[src/common/mcgr_defines.svh]
// Register offsets, field positions and reset values for the metering config block
`ifndef MCGR_DEFINES_SVH
`define MCGR_DEFINES_SVH
`define MCGR_IDX_COMP_MODE 16'he60e
`define MCGR_IDX_GAIN_SEL 16'he60f
`define MCGR_ANGLE_LSB 9
`define MCGR_ANGLE_MSB 10
`define MCGR_NOM_A_BIT 11
`define MCGR_NOM_B_BIT 12
`define MCGR_NOM_C_BIT 13
`define MCGR_FREQ_BIT 14
`define MCGR_GI_LSB 0
`define MCGR_GN_LSB 3
`define MCGR_GV_LSB 6
`define MCGR_COMP_RST 16'h0000
`define MCGR_GAIN_RST 16'h0000
`define MCGR_COMP_WMASK 16'h7e00
`define MCGR_GAIN_WMASK 16'h01ff
`define MCGR_GAIN_WMASK_NO_N 16'h01c7
`endif

[src/common/mcgr_pkg.sv]
// Types for the metering config block
package mcgr_pkg;
    typedef enum logic [1:0] {
        MCGR_ANG_VI = 2'h0,
        MCGR_ANG_VV = 2'h1,
        MCGR_ANG_II = 2'h2,
        MCGR_ANG_OFF = 2'h3
    } mcgr_angle_t;
    typedef struct packed {
        logic meas_vi;
        logic meas_vv;
        logic meas_ii;
        logic [2:0] nominal_volt_use;
        logic line_frequency_select;
    } mcgr_mode_t;
    typedef struct packed {
        logic [4:0] phase_current_gain;
        logic [4:0] neutral_current_gain;
        logic [4:0] phase_voltage_gain;
    } mcgr_gain_t;
endpackage

[src/hw/mcgr_regs.sv]
// APB register bank for metering computation mode and gain selection
//
// Overview of operation
// - Code 10 currents angles, 11 none
// - Code 00 volt-current, 01 voltage angles
// - Bit 11 substitutes nominal voltage phase A
// - Bit 12 substitutes nominal voltage phase B
// - Bit 13 substitutes nominal voltage phase C
// - Nominal enables reset zero, measured voltage used
// - Mode bit 15 zero, no function
// - Current gain codes 000-100 give 1-16
// - Current gain reserved codes mean unity
// - Neutral gain same encoding, default 000
// - Neutral gain reserved codes mean unity
// - No neutral channel keeps field 000
// - Voltage gain codes 000-100 give 1-16
// - Voltage gain reserved codes mean unity
// - Gain bits 15:9 zero, no function
//
// Local design decision: the APB register port.
`timescale 1ns/1ps
`include "mcgr_defines.svh"
module mcgr_regs
    import mcgr_pkg::*;
#(
    parameter bit HAS_NEUTRAL = 1'b1
) (
    input wire logic pclk,
    input wire logic presetn,
    input wire logic psel,
    input wire logic penable,
    input wire logic pwrite,
    input wire logic [31:0] paddr,
    input wire logic [31:0] pwdata,
    input wire logic [3:0] pstrb,
    output logic [31:0] prdata,
    output logic pready,
    output logic pslverr,
    input wire logic [23:0] nominal_voltage_value,
    input wire logic [23:0] meas_vrms_a,
    input wire logic [23:0] meas_vrms_b,
    input wire logic [23:0] meas_vrms_c,
    output logic [23:0] vrms_a_used,
    output logic [23:0] vrms_b_used,
    output logic [23:0] vrms_c_used,
    output mcgr_mode_t mode_out,
    output mcgr_gain_t gain_out
);
    localparam logic [31:0] ADDR_COMP = {14'h0000, `MCGR_IDX_COMP_MODE, 2'h0};
    localparam logic [31:0] ADDR_GAIN = {14'h0000, `MCGR_IDX_GAIN_SEL, 2'h0};
    localparam logic [15:0] GAIN_WMASK = HAS_NEUTRAL ? `MCGR_GAIN_WMASK : `MCGR_GAIN_WMASK_NO_N;

    logic [15:0] comp_reg;
    logic [15:0] comp_next;
    logic [15:0] gain_reg;
    logic [15:0] gain_next;
    logic [31:0] rdata_reg;
    logic [31:0] rdata_next;
    logic err_reg;
    logic err_next;
    logic [23:0] va_reg;
    logic [23:0] va_next;
    logic [23:0] vb_reg;
    logic [23:0] vb_next;
    logic [23:0] vc_reg;
    logic [23:0] vc_next;
    mcgr_mode_t mode_reg;
    mcgr_mode_t mode_next;
    mcgr_gain_t gain_dec_reg;
    mcgr_gain_t gain_dec_next;

    logic setup;
    logic access;
    logic hit_comp;
    logic hit_gain;
    logic [15:0] wmask16;
    logic [15:0] wdata16;
    mcgr_angle_t angle;

    // Decode a 3-bit code to a one-hot shift of 1..16, reserved codes give unity
    function automatic logic [4:0] gain_decode(input logic [2:0] code);
        logic [4:0] g;
        g = 5'h01;
        unique case (code)
            3'h0: g = 5'h01;
            3'h1: g = 5'h02;
            3'h2: g = 5'h04;
            3'h3: g = 5'h08;
            3'h4: g = 5'h10;
            default: g = 5'h01;
        endcase
        return g;
    endfunction

    assign setup = psel && !penable;
    assign access = psel && penable && pready;
    assign hit_comp = (paddr == ADDR_COMP);
    assign hit_gain = (paddr == ADDR_GAIN);
    assign wmask16 = {{8{pstrb[1]}}, {8{pstrb[0]}}};
    assign wdata16 = pwdata[15:0];
    assign angle = mcgr_angle_t'(comp_reg[`MCGR_ANGLE_MSB:`MCGR_ANGLE_LSB]);

    // Read capture and decode error in setup, writes land at the completing access edge
    always_comb begin
        comp_next = comp_reg;
        gain_next = gain_reg;
        rdata_next = rdata_reg;
        err_next = err_reg;
        if (setup) begin
            err_next = !(hit_comp || hit_gain);
            rdata_next = 32'h0000_0000;
            if (!pwrite) begin
                if (hit_comp) begin
                    rdata_next = {16'h0000, comp_reg};
                end
                if (hit_gain) begin
                    rdata_next = {16'h0000, gain_reg};
                end
            end
        end
        if (access && pwrite) begin
            if (hit_comp) begin
                comp_next = ((comp_reg & ~wmask16) | (wdata16 & wmask16))
                            & `MCGR_COMP_WMASK;
            end
            if (hit_gain) begin
                gain_next = ((gain_reg & ~wmask16) | (wdata16 & wmask16))
                            & GAIN_WMASK;
            end
        end
    end

    // Decoded settings and voltage substitution for the datapath
    always_comb begin
        mode_next.meas_vi = (angle == MCGR_ANG_VI);
        mode_next.meas_vv = (angle == MCGR_ANG_VV);
        mode_next.meas_ii = (angle == MCGR_ANG_II);
        mode_next.nominal_volt_use = {comp_reg[`MCGR_NOM_C_BIT], comp_reg[`MCGR_NOM_B_BIT],
                                      comp_reg[`MCGR_NOM_A_BIT]};
        mode_next.line_frequency_select = comp_reg[`MCGR_FREQ_BIT];
        va_next = comp_reg[`MCGR_NOM_A_BIT] ? nominal_voltage_value : meas_vrms_a;
        vb_next = comp_reg[`MCGR_NOM_B_BIT] ? nominal_voltage_value : meas_vrms_b;
        vc_next = comp_reg[`MCGR_NOM_C_BIT] ? nominal_voltage_value : meas_vrms_c;
        gain_dec_next.phase_current_gain =
            gain_decode(gain_reg[`MCGR_GI_LSB +: 3]);
        gain_dec_next.neutral_current_gain =
            gain_decode(gain_reg[`MCGR_GN_LSB +: 3]);
        gain_dec_next.phase_voltage_gain =
            gain_decode(gain_reg[`MCGR_GV_LSB +: 3]);
    end

    always_ff @(posedge pclk or negedge presetn) begin
        if (!presetn) begin
            comp_reg <= `MCGR_COMP_RST;
            gain_reg <= `MCGR_GAIN_RST;
            rdata_reg <= 32'h0000_0000;
            err_reg <= 1'b0;
            va_reg <= 24'h000000;
            vb_reg <= 24'h000000;
            vc_reg <= 24'h000000;
            mode_reg <= '{meas_vi: 1'b1, default: '0};
            gain_dec_reg <= '{5'h01, 5'h01, 5'h01};
        end else begin
            comp_reg <= comp_next;
            gain_reg <= gain_next;
            rdata_reg <= rdata_next;
            err_reg <= err_next;
            va_reg <= va_next;
            vb_reg <= vb_next;
            vc_reg <= vc_next;
            mode_reg <= mode_next;
            gain_dec_reg <= gain_dec_next;
        end
    end

    assign pready = 1'b1;
    assign prdata = rdata_reg;
    assign pslverr = psel && penable && err_reg;
    assign vrms_a_used = va_reg;
    assign vrms_b_used = vb_reg;
    assign vrms_c_used = vc_reg;
    assign mode_out = mode_reg;
    assign gain_out = gain_dec_reg;
endmodule // mcgr_regs

[config.mk]
export PLATFORM = sky130hd
export DESIGN_NAME = mcgr_regs
export DESIGN_NICKNAME = d
export VERILOG_FILES = /design/src/common/mcgr_pkg.sv /design/src/hw/mcgr_regs.sv
export VERILOG_INCLUDE_DIRS = /design/src /design/src/common
export SDC_FILE = /design/constraint.sdc
export NUM_CORES = 1
export LEC_CHECK = 0
export BUFFER_PORTS_ARGS = -buffer_cell sky130_fd_sc_hd__buf_2
export CORE_ASPECT_RATIO = 0.7
export CORE_MARGIN = 1.5
export CORE_UTILIZATION = 44
export CTS_CLUSTER_DIAMETER = 120
export DETAILED_ROUTE_END_ITERATION = 8
export HOLD_SLACK_MARGIN = 0.03
export PLACE_DENSITY = 0.79
export SETUP_SLACK_MARGIN = 0.4
export SYNTH_ARGS = -nofsm -noshare
export SYNTH_HDL_FRONTEND = slang
export SYNTH_SLANG_ARGS = --single-unit
[constraint.sdc]
create_clock -name pclk -period 1.8 [get_ports pclk]
set_input_delay 0.18 -clock pclk [delete_from_list [all_inputs] [get_ports pclk]]
set_output_delay 0.18 -clock pclk [all_outputs]
set_load 0.02 [all_outputs]
== Yosys cells after proc, flatten, opt, wreduce, memory -nomap -nowiden ==
Cells that the tools add are included.
Operators by class
  bitwise operators: 6
  muxes and demuxes: 9
  equal/unequal tests: 16
  reduce and logical (&&, ||, !) cells: 10
Operator list (number)
  $mux 24: 3
  $eq 32x18->1 const B: 2
  $mux 32: 2
  $pmux 5 s4: 3
  $and 15x15->15: 2
  $eq 3x2->1 const B: 6
  $mux 15: 1
  $not 15->15: 1
  $or 15x15->15: 1
  $and 9x9->9: 1
  $eq 3x1->1 const B: 3
  $eq 3x3->1 const B: 3
  $or 9x9->9: 1
  $logic_and 1x1->1: 4
  $reduce_and 2->1: 2
  $eq 2x1->1 const B: 1
  $eq 2x2->1 const B: 1
  $logic_not 1->1: 2
  $logic_not 2->1: 1
  $logic_or 1x1->1: 1
Word-level totals
  output and inout bits: 128
  register bits after elaboration: 142

== Longest topological paths before layout ==
  depth in word-level cells: 4
  depth in mapped cells: 6

== Worst setup path after synthesis ==
Ideal clock, no wire load.
  path kind: input -> register
  start point: input port paddr[9]
  end point: register with a tool-made name
  slack: -0.183 ns
  setup time: 0.125 ns
  stages on the path: 4
  arrival time: 1.858 ns
  path through: or4b_1 > or3_4 > nor4_4 > mux2_2
RTL lines
  start: declaration: line mcgr_regs.sv:33  | input wire logic [31:0] paddr,

==> flow_metrics.tcl <==
set metrics [dict create \
    clock_path_buffers 2 \
    setup_viol 0 \
    synth_edf_count 0 \
    grt_util_all_layers_pct 26.4 \
    drv_cap 0 \
    arrival_ns 1.93 \
    cts_tree "built" \
    synth.distinct_cells 33 \
    clk_pin_slew_ns 0.05 \
    syn_area_um2 5030 \
    grt_max_degree 64 \
    stdcell_count 897 \
    finalHoldViolCount 0 \
    ys_warn_count 0 \
    synth_flop_cell "dfrtp_1" \
    synth_top_area_share_pct 60.2 \
    worst-path-max-fanout 8 \
    layout-drive-gt1-share_pct 53.2 \
    grt_antenna_before_repair 0 \
    chipWidth_um 131 \
    rsz0062_at_grt "true" \
    status "finished, final reports clean" \
    synth_area_per_cell_um2 13.7 \
    p_leak_uw 0.00400 \
    area_growth_pct 60.7 \
    drtAntennaViolNets 0 \
    finalCritPeriodShare_pct 91.7 \
    clock_latency_ns 0.40 \
    first_pass_iters 4 \
    dp_hpwl_um 10100 \
    ys_top_cells_by_count "dfrtp_1 (121), mux2_2 (87), nand2_1 (25), buf_4 (18)" \
    grt_pass1_vias 4637 \
    finalWorstSetupSlack_ns 0.149 \
    core_area_um2 11100 \
    fin_util_pct 72.8 \
    power_density_nw_per_um2 864 \
    dp_cells 772 \
    critPathCaptureType "flip-flop" \
    htreeDepth 4 \
    path_class "in2reg" \
    initial_core_util_pct 45.3 \
    avgViaCountPerCell 4.89 \
    dr_total_vias 4386 \
    wl_per_cell_um 17.7 \
    grt_pass1_wl_um 23500 \
    num_rows 32 \
    netlist_top_cells_area "dfrtp_1 (60%), mux2_2 (19%), buf_4 (2.7%), dfstp_2 (2.1%), nand2_1 (1.9%)" \
    hold_path_startpoint "nominal_voltage_value[4]" \
    dieArea_um2 12100 \
    dieHeight_um 92.4 \
    fmax_ghz 0.606 \
    postSynthCellCount 366 \
    ios 297 \
    io_buffer_count 259 \
    synth-seq-cells 125 \
    gp_routability_congestion 0.828 \
    hp-class "in2reg" \
    diodes 0 \
    max-vdd-ir-drop_v 0.000605 \
    overflow 0 \
    dp_slack_ns -0.295 \
    cp-start-kind "input pin" \
    yosys.area.top_type "dfrtp_1" \
    fillCellCount 753 \
    yosysSeqAreaShare_pct 62.3 \
    first_iter_violations 177 \
    hold_ws_ns 0.0536 \
    synth.most_common_cell "dfrtp_1" \
    required_ns 2.08 \
    fin_crit_ns 1.65 \
    final_nets 901 \
    remaining_drc_errors 0 \
    power_uw 6980 \
    fin_skew_ns 0.0103 \
    cts_buffers 17 \
    maxSlewViolCount 0 \
    clock-root-buffer "clkbuf_16" \
    synthArstFlopShare_pct 100 \
    post-cts-setup-buffer-count 0 \
    routed_wl_um 15800 \
    worstSetupStartpoint "paddr[6]" \
    cts.sinks 125 \
]
==> critical path: stages <==
cell and delay, ns:
buf_6 0.09, or4bb_1 0.51, or3_4 0.45, nor4_4 0.17
buf_6 0.18, mux2_2 0.35
==> power by group <==
part | switching [uW] | internal, uW
logic | 394 | 388
registers | 22.3 | 2890
clock network | 1140 | 2140
total | 1560 | 5420
==> metrics by stage <==
stage	setup TNS, ns	instance area [um^2]
2_1_floorplan	-2.28	5110
3_3_place_gp	-3.21	6540
3_5_place_dp	-3.82	6540
4_1_cts	0	8070
5_1_grt	0	8080
6_report	0	8080
==> routing by layer <==
metal	vias up	share of wire, %	global-route usage, %	wire length, um
met5	-	0	0	0
met4	0	2.7	11.3	426
met3	37	5.5	6.64	874
met2	217	55	49.0	8680
met1	2151	37	28.2	5870
li1	1981	-	-	-
==> worst paths after layout <==
| kind | end | slack, ns | cells past startpoint |
|---|---|---|---|
| min in group asynchronous | asynchronous set/reset pin | 0.34 | 3 |
| setup / recovery | flip-flop | 0.15 | 6 |
| setup reg to reg | prdata[12]$_DFFE_PN0P_ | 0.56 | 4 |
| hold reg to reg | mode_out[0]$_DFF_PN0_ | 0.42 | 0 |
| max in group asynchronous | gain_out[0]$_DFF_PN1_ | 1.13 | 3 |
| hold / removal | vrms_c_used[4]$_DFF_PN0_ | 0.05 | 2 |
==> cell usage in the layout, fill, tap and decap left out, types with 5 or more instances in the layout <==
master	n
buf_2	257
dfrtp_1	121
dlygate4sd3_1	94
mux2_2	80
nand2_1	25
conb_1	18
clkbuf_16	17
nand4_1	15
o21ai_0	15
nor2_1	13
nor3b_1	12
buf_4	10
mux2_4	7
nor4_1	5
clkbuf_1	5
==> logic make-up (layout without fill, tap and decap cells) <==
family	after synthesis	after routing	share of synthesized area, %
other	2	18	0.149
DFF	125	125	62.3
buffers and inverters	38	400	4.40
and+or+nand+nor	95	95	11.5
muxes	87	87	19.5
xor gates and xnor gates	3	3	0.523
AOI/OAI and AO/OA	16	16	1.59
==> area by class of cell <==
type | count | area [um^2] | area share [%]
clock inverters | 6 | 85.1 | 1.05
repair buffers | 368 | 2420 | 29.9
inverters | 1 | 3.75 | 0.0465
flip-flops and latches | 125 | 3130 | 38.8
clock buffers | 25 | 485 | 6.01
multi-input cells | 219 | 1760 | 21.8
well taps | 153 | 191 | 2.37
==> repair_timing <==
action	4_1_cts	5_1_grt
hold buffers	94	0
pin swaps	1	0
setup endpoints to repair	15	15
endpoints found under the hold margin	206	0
gates resized for setup	6	1
Power figures use the tool's default switching activity.
